`src/hdl/osd_pkg.sv`:
```
// shared constants and types for the octal switch serial diagnosis block
package osd_pkg;
	localparam int         OSD_CHANNELS   = 8;
	localparam int         OSD_FRAME_BITS = 16;
	localparam logic [4:0] OSD_FRAME_LEN  = 5'h10;
	localparam logic [7:0] OSD_CTRL_DIAG  = 8'h00;
	localparam logic [7:0] OSD_CTRL_WRITE = 8'hff;
	localparam logic [7:0] OSD_OUT_RST    = 8'h00;
	localparam logic [1:0] OSD_CODE_OK    = 2'h3;
	localparam logic [1:0] OSD_CODE_ILIM  = 2'h2;
	localparam logic [1:0] OSD_CODE_OPEN  = 2'h1;
	localparam logic [1:0] OSD_CODE_SGND  = 2'h0;
	localparam logic [15:0] OSD_DIAG_RST  = 16'hffff;

	// raw fault detector levels of one channel
	typedef struct packed {
		logic ilim;
		logic open_load;
		logic short_gnd;
	} osd_fault_t;

	// pins of the serial link as seen inside the block
	typedef struct packed {
		logic cs_n;
		logic sclk;
		logic sdi;
	} osd_link_t;
endpackage

```
`src/hdl/osd_core.sv`:
```
// serial control and diagnostic feedback of an eight channel low-side switch
// Operation
// fault pin pulls low on any channel error
// faults latched in diagnosis register until cleared
// new error overwrites older channel report
// serial output high impedance while select high
// diagnostic bits shift out while select low
// select rising edge clears error registers
// two bits per channel, HH means ok
// HL reports active current limiting
// LH reports open load
// LL reports short to ground
// host repeats frame after settling to read
// control FF accepts data byte as outputs
// channels one to four ANDed with inputs
// any nonzero control byte is a write
// control 00 discards data, outputs unchanged
// new outputs applied at select rising edge
// only exactly sixteen clocks frames accepted
// sample falling edge, shift rising, msb first
// select falling edge loads diagnosis into shifter
// reset pin clears shifter, outputs off
// fault pin released once clear and fault free
// channel eight code on top bits
`timescale 1ns/10ps
module osd_core
	import osd_pkg::*;
(
	// clock and synchronous reset
	input  wire logic                    mclk,
	input  wire logic                    reset,
	// active low reset pin from outside
	input  wire logic                    rst_pin_n,
	// serial link pins
	input  wire osd_pkg::osd_link_t      link,
	output logic                         sdo_o,
	output logic                         sdo_oe,
	// parallel inputs and polarity select
	input  wire logic [3:0]              par_in,
	input  wire logic                    par_high_active,
	// fault detector levels per channel
	input  wire osd_pkg::osd_fault_t [7:0] fault_det,
	// power outputs and fault flag
	output logic [7:0]                   chan_on,
	output logic                         fault_o,
	output logic                         fault_oe
);
	import osd_pkg::*;

	// ==========================================
	// input synchronisation
	osd_link_t link_s;
	logic      rstp_n_s;
	logic [3:0] par_s;
	logic      prg_s;
	osd_fault_t [7:0] fdet_s;

	osd_sync #(.W(3), .INIT(3'h4)) u_link (.mclk(mclk), .reset(reset), .din(link), .dout(link_s));
	osd_sync #(.W(1), .INIT(1'h1)) u_rstp (.mclk(mclk), .reset(reset), .din(rst_pin_n), .dout(rstp_n_s));
	osd_sync #(.W(5), .INIT(5'h10)) u_par (.mclk(mclk), .reset(reset),
		.din({par_high_active, par_in}), .dout({prg_s, par_s}));
	osd_sync #(.W(24), .INIT(24'h0)) u_fdet (.mclk(mclk), .reset(reset), .din(fault_det), .dout(fdet_s));

	// ==========================================
	// edge detection on the synchronised link
	logic cs_d_r;
	logic sclk_d_r;
	always_ff @(posedge mclk) begin
		if (reset) begin
			cs_d_r   <= 1'b1;
			sclk_d_r <= 1'b0;
		end else begin
			cs_d_r   <= link_s.cs_n;
			sclk_d_r <= link_s.sclk;
		end
	end

	logic cs_fall;
	logic cs_rise;
	logic sck_fall;
	logic sck_rise;
	logic sel;
	assign cs_fall  = cs_d_r & ~link_s.cs_n;
	assign cs_rise  = ~cs_d_r & link_s.cs_n;
	assign sel      = ~link_s.cs_n;
	assign sck_fall = sel & sclk_d_r & ~link_s.sclk;
	assign sck_rise = sel & ~sclk_d_r & link_s.sclk;

	// ==========================================
	// fault encoding; priority only matters if detectors overlap
	function automatic logic [1:0] enc_fault(input osd_fault_t f);
		if (f.short_gnd)      enc_fault = OSD_CODE_SGND;
		else if (f.ilim)      enc_fault = OSD_CODE_ILIM;
		else if (f.open_load) enc_fault = OSD_CODE_OPEN;
		else                  enc_fault = OSD_CODE_OK;
	endfunction

	// ==========================================
	// diagnosis register: latch faults, newest wins, clear at frame end
	logic [15:0] diag_r;
	genvar gi;
	generate
		for (gi = 0; gi < OSD_CHANNELS; gi++) begin : g_diag
			logic [1:0] code;
			logic [1:0] code_r;
			assign code = enc_fault(fdet_s[gi]);
			// each channel owns its flops, so the packed vector never has two process writers
			always_ff @(posedge mclk) begin
				if (reset || !rstp_n_s) begin
					code_r <= OSD_CODE_OK;
				end else if (code != OSD_CODE_OK) begin
					// set beats the clear of the same cycle
					code_r <= code;
				end else if (cs_rise) begin
					code_r <= OSD_CODE_OK;
				end
			end
			assign diag_r[2*gi+1:2*gi] = code_r;
		end
	endgenerate

	// ==========================================
	// shift register and clock counter
	logic [15:0] shift_r;
	logic [4:0]  cnt_r;
	logic        ovf_r;
	always_ff @(posedge mclk) begin
		if (reset || !rstp_n_s) begin
			shift_r <= OSD_DIAG_RST;
			cnt_r   <= 5'h00;
			ovf_r   <= 1'b0;
		end else if (cs_fall) begin
			shift_r <= diag_r;
			cnt_r   <= 5'h00;
			ovf_r   <= 1'b0;
		end else if (sck_fall) begin
			// extra clocks set the overrun flag instead of wrapping the count
			shift_r <= {shift_r[14:0], link_s.sdi};
			if (cnt_r == OSD_FRAME_LEN)
				ovf_r <= 1'b1;
			else
				cnt_r <= cnt_r + 5'h01;
		end
	end

	// output bit changes on rising edge, msb first
	// the host should take each bit at the following falling edge; sync latency
	// means sclk must stay high for at least three mclk periods
	logic sdo_r;
	always_ff @(posedge mclk) begin
		if (reset || !rstp_n_s) begin
			sdo_r <= 1'b0;
		end else if (cs_fall) begin
			sdo_r <= diag_r[15];
		end else if (sck_rise) begin
			sdo_r <= shift_r[15];
		end
	end
	assign sdo_o  = sdo_r;
	assign sdo_oe = sel;

	// ==========================================
	// output latches, updated only on an accepted frame end
	logic [7:0] latch_r;
	logic       frame_ok;
	assign frame_ok = cs_rise && cnt_r == OSD_FRAME_LEN && !ovf_r;
	always_ff @(posedge mclk) begin
		if (reset || !rstp_n_s) begin
			latch_r <= OSD_OUT_RST;
		end else if (frame_ok && shift_r[15:8] != OSD_CTRL_DIAG) begin
			// FF and every other nonzero control byte write; 00 keeps state
			latch_r <= shift_r[7:0];
		end
	end

	// parallel inputs gate channels one to four
	logic [3:0] par_act;
	assign par_act = prg_s ? par_s : ~par_s;
	always_ff @(posedge mclk) begin
		if (reset || !rstp_n_s)
			chan_on <= OSD_OUT_RST;
		else
			chan_on <= {latch_r[7:4], latch_r[3:0] & par_act};
	end

	// ==========================================
	// open drain fault flag: pull low while any code is a fault
	assign fault_o  = 1'b0;
	assign fault_oe = (diag_r != OSD_DIAG_RST);

	// ==========================================
	// checks
	a_sdo_tristate: assert property (@(posedge mclk) disable iff (reset || !rstp_n_s)
		link_s.cs_n |-> !sdo_oe && $stable(sdo_o)) else $error("sdo active while deselected");
	a_fault_flag: assert property (@(posedge mclk) disable iff (reset)
		(enc_fault(fdet_s[0]) != OSD_CODE_OK) |=> fault_oe) else $error("fault not flagged");
	a_diag_hold: assert property (@(posedge mclk) disable iff (reset || !rstp_n_s)
		(diag_r[1:0] != OSD_CODE_OK && !cs_rise) |=> diag_r[1:0] != OSD_CODE_OK) else $error("fault lost");
	a_diag_clear: assert property (@(posedge mclk) disable iff (reset || !rstp_n_s)
		(cs_rise && fdet_s == '0) |=> diag_r == OSD_DIAG_RST) else $error("clear missed");
	a_diag_load: assert property (@(posedge mclk) disable iff (reset || !rstp_n_s)
		cs_fall |=> shift_r == $past(diag_r)) else $error("load missed");
	a_write_ok: assert property (@(posedge mclk) disable iff (reset || !rstp_n_s)
		(frame_ok && shift_r[15:8] != OSD_CTRL_DIAG) |=> latch_r == $past(shift_r[7:0])) else $error("write lost");
	a_diag_only: assert property (@(posedge mclk) disable iff (reset || !rstp_n_s)
		(cs_rise && shift_r[15:8] == OSD_CTRL_DIAG) |=> $stable(latch_r)) else $error("outputs changed");
	a_bad_count: assert property (@(posedge mclk) disable iff (reset || !rstp_n_s)
		(!cs_rise || cnt_r != OSD_FRAME_LEN || ovf_r) |=> $stable(latch_r)) else $error("bad frame taken");
	a_par_gate: assert property (@(posedge mclk) disable iff (reset || !rstp_n_s)
		!latch_r[0] |=> !chan_on[0]) else $error("channel on without bit");
	a_rst_pin: assert property (@(posedge mclk) disable iff (reset)
		!rstp_n_s |=> chan_on == OSD_OUT_RST && shift_r == OSD_DIAG_RST) else $error("reset pin ignored");

	// frame handling, fault flag set and release, and parallel input gating
	a_apply_end: assert property (@(posedge mclk) disable iff (reset || !rstp_n_s)
		!cs_rise |=> $stable(latch_r)) else $error("outputs moved mid frame");
	a_shift_in: assert property (@(posedge mclk) disable iff (reset || !rstp_n_s)
		sck_fall |=> shift_r[0] == $past(link_s.sdi)) else $error("serial bit not taken");
	a_flag_any: assert property (@(posedge mclk) disable iff (reset || !rstp_n_s)
		(fdet_s != '0) |=> fault_oe) else $error("fault on a channel not flagged");
	a_flag_release: assert property (@(posedge mclk) disable iff (reset || !rstp_n_s)
		(cs_rise && fdet_s == '0) |=> !fault_oe) else $error("fault flag not released");
	a_par_follow: assert property (@(posedge mclk) disable iff (reset || !rstp_n_s)
		(latch_r[0] && par_act[0]) |=> chan_on[0]) else $error("channel off with bit and input");
endmodule

```
`src/hdl/osd_sync.sv`:
```
// two-flop synchroniser for a bundle of pin levels
`timescale 1ns/10ps
module osd_sync #(
	parameter int W = 1,
	parameter logic [W-1:0] INIT = '0
) (
	// clock and reset
	input  wire logic         mclk,
	input  wire logic         reset,
	// levels
	input  wire logic [W-1:0] din,
	output logic      [W-1:0] dout
);
	logic [W-1:0] meta_r;

	// first stage is read only by the second stage
	always_ff @(posedge mclk) begin
		if (reset) begin
			meta_r <= INIT;
			dout   <= INIT;
		end else begin
			meta_r <= din;
			dout   <= meta_r;
		end
	end
endmodule

```
`config.mk`:
```
export PLATFORM = sky130hd
export DESIGN_NAME = osd_core
export DESIGN_NICKNAME = d
export VERILOG_FILES = /design/src/hdl/osd_pkg.sv /design/src/hdl/osd_core.sv /design/src/hdl/osd_sync.sv
export SDC_FILE = /design/constraint.sdc
export NUM_CORES = 1
export LEC_CHECK = 0
export BUFFER_PORTS_ARGS = -buffer_cell sky130_fd_sc_hd__clkbuf_2
export CORE_ASPECT_RATIO = 0.7
export CORE_MARGIN = 2
export CORE_UTILIZATION = 51
export CTS_BUF_LIST = sky130_fd_sc_hd__clkbuf_8 sky130_fd_sc_hd__clkbuf_16
export CTS_CLUSTER_DIAMETER = 120
export DETAILED_ROUTE_END_ITERATION = 8
export PLACE_DENSITY = 0.82
export SYNTH_ARGS = -nofsm -noshare
export SYNTH_HDL_FRONTEND = slang
export SYNTH_SLANG_ARGS = --single-unit
export TNS_END_PERCENT = 30
```
`constraint.sdc`:
```
create_clock -name mclk -period 2.5 [get_ports mclk]
set_input_delay 0.5 -clock mclk [delete_from_list [all_inputs] [get_ports mclk]]
set_output_delay 0.5 -clock mclk [all_outputs]
set_load 0.1 [all_outputs]
```
Yosys cells after proc, flatten, opt, wreduce, memory -nomap -nowiden. Index checks and enable logic that the tools add are counted.

Flip-flop bits (word level): 123. Input bits: 35. Output and inout port bits: 12.

Add/sub/neg operators: 1. Eq/ne operators: 10. Muxes and demuxes: 38. Bitwise logic cells: 13. Reduce and logical (&&, ||, !) cells: 20.

Operators by type and width (count): 2-bit two-way mux (33); 16-bit two-way mux (2); 2-bit nonzero test (10); 16-bit inequality test (second input constant) (1); 2-bit inequality test (second input constant) (8); 8-bit nonzero test (1); 1-bit bitwise AND (6); 5-bit by 1-bit adder with 5-bit output (second input constant) (1); 5-bit equality test (second input constant) (1); 1-bit NOT (5); 4-bit bitwise AND (1); 4-bit two-way mux (1); 4-bit NOT (1); 2-bit AND reduction (2); 1-bit logical AND (3); 1-bit zero test (2); 1-bit two-way mux (2); 2-bit OR reduction (1); 1-bit logical OR (1).

Logic depth before layout (Yosys ltp).
Depth in word-level cells: 5. Depth in mapped cells: 7.

Modules after synthesis. A second synthesis with hierarchy kept.

Cells, all modules: 406. Area, all modules: 4017.6 µm².

Modules (own cells, without submodules): osd_core (instances 1, cells each 269, area an instance 2239.6 µm², seq. area each 1141.1 µm²); osd_sync (u_fdet) (instances 1, cells each 101, area an instance 1305.0 µm², seq. area each 960.9 µm²); osd_sync (u_par) (instances 1, cells each 20, area an instance 262.8 µm², seq. area each 200.2 µm²); osd_sync (u_link) (instances 1, cells each 12, area an instance 157.7 µm², seq. area each 120.1 µm²); osd_sync (u_rstp) (instances 1, cells each 4, area an instance 52.6 µm², seq. area each 40.0 µm²).

Least setup slack after synthesis. Ideal clock, no wire load.

Kind: register to register. Start: reg u_link.dout[2]. End: reg shift_r[5]. Library setup time: 0.074 ns. Data arrival time: 1.827 ns. Data required time: 2.426 ns. Setup slack: 0.598 ns. Stages on the path, launching flop included: 7. Period minus slack after synthesis: 1.902 ns. Cell sequence: dfxtp_1 -> inv_1 -> nand2_1 -> and2_0 -> clkbuf_1 -> buf_2 -> a31oi_1.

Cells in the longest elaborated chain, start to end: 4.

RTL lines: from (decl) (RTL line osd_sync.sv:12) `output logic [W-1:0] dout`; from (signal assigned) (RTL line osd_sync.sv:23) `dout <= meta_r;`; 1-bit NOT (*) (RTL line osd_core.sv:85) `assign sel = ~link_s.cs_n;`; net sdo_oe (RTL line osd_core.sv:37) `output logic sdo_oe,`; 1-bit bitwise AND (2 in a row) (RTL line osd_core.sv:86) `assign sck_fall = sel & sclk_d_r & ~link_s.sclk;`; 2-bit nonzero test (no source line); to (signal assigned) (RTL line osd_core.sv:133) `shift_r <= diag_r;`; to (signal assigned) (RTL line osd_core.sv:138) `shift_r <= {shift_r[14:0], link_s.sdi};`; to (decl) (RTL line osd_core.sv:124) `logic [15:0] shift_r;`.

The timed path passes the listed nets; every way through them passes the cells marked *. A chain may end at the register's enable or synchronous reset.

Worst setup path after layout.
Start: reg g_diag[0].code_r[1]. End: out fault_oe.

Cells in the longest elaborated chain, start to end: 1.

RTL lines: from (decl) (RTL line osd_core.sv:105) `logic [1:0] code_r;`; from (signal assigned) (RTL line osd_core.sv:113) `code_r <= code;`; 16-bit inequality test (RTL line osd_core.sv:189) `assign fault_oe = (diag_r != OSD_DIAG_RST);`; to (decl) (RTL line osd_core.sv:46) `output logic fault_oe`.

No other way between the ends.

==> impl_metrics.tcl <==
set metrics [dict create \
    status "complete, no violations" \
    cp-end-kind "primary output" \
    fin_util_pct 63.12 \
    cts_buffer_depth 2 \
    drt_wl_total_mm 7.352 \
    syn_area_mm2 0.004016 \
    cts_resized 0 \
    drcViolationCount 0 \
    layout.nets 489 \
    top_level_ports 47 \
    min_path_type "input port to flop" \
    firstDrtPassIters 4 \
    slew_viol_final 0 \
    wire_per_inst_um 12.99 \
    tritoncts "yes" \
    root_buffer "clkbuf_8" \
    synth_cells 406 \
    fin_skew_ns 0.005771 \
    die_area_mm2 0.008612 \
    max_freq_mhz 406.4 \
    dieHeight_um 78.25 \
    place_area_mm2 0.004300 \
    grt_util_all_layers_pct 18.42 \
    num_antenna_cells 0 \
    yosys_warnings 0 \
    fin_crit_ns 2.460 \
    cp_max_fo 3 \
    rsz0062_at_grt "no" \
    cp_slowest_cell "or4_1" \
    num_rows 27 \
    max-cap-violations 0 \
    regToRegStartpoint "u_link.dout[2]" \
    slowest_delay_ns 0.58 \
    worstHoldStart "rst_pin_n" \
    crit_arrival_ns 1.96 \
    htreeDepth 4 \
    post-route-period-util_pct 98.42 \
    yosysUniqueCellTypes 34 \
    rrSetupSlack_ns 0.48 \
    grt_max_degree 69 \
    cp_data_required_time_ns 2.00 \
    p_total_mw 4.607 \
    vdd_drop_max_mv 0.5349 \
    port_buffers 45 \
    cp-start-kind "flop" \
    timing.setup.tns_ns 0 \
    maxSlewHeadroom_pct 45.79 \
    holdPathEnd "u_rstp.meta_r" \
    dieWidth_um 110.1 \
    synth_seq_cells 123 \
    power.density_mw_per_mm2 943.5 \
    drive_above_1_share_pct 20.22 \
    r2r_cells 3 \
    synthToLayoutAreaGrowth_pct 21.59 \
    wl_met1_mm 3.345 \
    holdPathStages 2 \
    postCtsSetupRepairBufs 0 \
    clk_latency_ns 0.50 \
    hpwlAfterDp_mm 4.633 \
    setup-violations-final 0 \
    vias 2810 \
    wl_met2_mm 3.457 \
    ys.flop_type "dfxtp_1" \
    hold_viol 0 \
    grt_overflow 0 \
    final_common_cell "dfxtp_1" \
    antenna_found_initial 0 \
    grt_pass1_vias 2580 \
    core_mm2 0.007736 \
    wl_met3_um 473 \
    cts.clk_slew.worst_paths_ns 0.06 \
    gp_congestion 0.8583 \
    async_reset_ff_share_pct 0 \
    final_cell_mix "123 x dfxtp_1, 61 x nor2b_1, 45 x clkbuf_2, 42 x nand2_1, 36 x nor2_1" \
    reg2reg_to "latch_r[1]" \
    synth-seq-area-share_pct 61.31 \
    ant_nets 0 \
    synth_edf_count 0 \
    highest_layer "met4" \
    design_area_mm2 0.004883 \
    crit_family "simple AND/OR/NAND/NOR gates" \
    routed_via_density 4.965 \
    worstSetupPathType "flop to primary output" \
    whs_ns 0.1744 \
    synth.avg_cell_area_um2 9.892 \
    p_leak_nw 2.128 \
    cts_made_buffers 17 \
    hold_buffers 0 \
    drt-initial-drc-count 248 \
    crit_buf_inv 1 \
    grt_pass1_wl_mm 11.91 \
    clkSinkCount 123 \
    worst-slew-pin-transition_ns 0.8131 \
    initial_core_util_pct 51.92 \
    path_cells "nand4_1, or4_1, clkbuf_2" \
    syn-num-nets 443 \
]
==> where the power goes <==
part	internal [mW]	switching (mW)	leakage [nW]
logic	0.0783	0.113	0.843
clock network	1.47	0.863	0.275
registers	2.04	0.0418	1.01
==> registers in the layout (all words and copies together), names as in the netlist, 5 cells and up <==
register / flops
u_fdet.dout: 24
u_fdet.meta_r: 24
g_diag.code_r: 16
shift_r: 16
chan_on: 8
latch_r: 8
cnt_r: 5
u_par.dout: 5
u_par.meta_r: 5
==> through the flow <==
step	cells	setup WS [ns]
final	566	0.03952
after global routing	566	0.003742
after CTS	566	0.04973
after detailed placement	534	0.5646
after global placement	534	0.6281
after floorplan	406	0.5983
==> cells by family after synthesis <==
| group | share of synthesized area [%] |
|---|---|
| DFF | 61.31 |
| and+or+nand+nor | 23.61 |
| buffers and inverters | 3.832 |
| adders and majority gates | 0.6230 |
| other | 0.09337 |
| muxes | 0.2492 |
| AOI/OAI and AO/OA | 8.536 |
| xor gates and xnor gates | 1.745 |
==> worst register-to-register path: cells and delay by family, from the launching register on <==
family	cells	cell delay [ns]
and+or+nand+nor	1	0.33
AOI/OAI and AO/OA	2	1.10
DFF	1	0.42
==> synth_stat cells, drive strengths merged (2+ instances only) <==
library cell | number | area (um^2)
a21oi | 12 | 60.06
a31oi | 15 | 93.84
buf | 10 | 56.31
clkbuf | 11 | 41.29
dfxtp | 123 | 2462
ha | 2 | 25.02
inv | 15 | 56.30
nand2 | 42 | 157.7
nand3 | 10 | 50.05
nand4 | 6 | 37.54
nor2 | 36 | 135.1
nor2b | 62 | 387.9
nor3 | 8 | 40.04
nor3b | 2 | 15.01
nor4 | 2 | 12.51
o21ai | 17 | 92.59
o31ai | 8 | 60.06
or2 | 7 | 43.79
xor2 | 7 | 61.31
==> area by class of cell <==
cell class                      count  area, um^2
Fill cell                         576        2853
Sequential cell                   123        2462
Multi-Input combinational cell    247        1408
Clock buffer                       19       441.7
Timing Repair Buffer               48       247.7
Clock inverter                     13       141.4
Tap cell                          101       126.4
Inverter                           15       56.30
==> worst max-delay path by stage <==
stage                             start  cells past startpoint  slack [ns]          to
floorplan                u_link.dout[2]                      6        0.60  shift_r[5]
global placement    g_diag[0].code_r[0]                      3        0.63    fault_oe
detailed placement             cnt_r[1]                      5        0.56  latch_r[0]
CTS                 g_diag[0].code_r[0]                      3        0.05    fault_oe
global route        g_diag[0].code_r[0]                      3       0.004    fault_oe
finish              g_diag[0].code_r[1]                      3        0.04    fault_oe
==> metal layers <==
metal	up-vias	GRT usage, %
met2	85	27.61
met1	1298	23.54
met5	-	0
met4	0	7.722
li1	1419	-
met3	8	7.309
No activity file was read; power rests on OpenSTA's default activity.
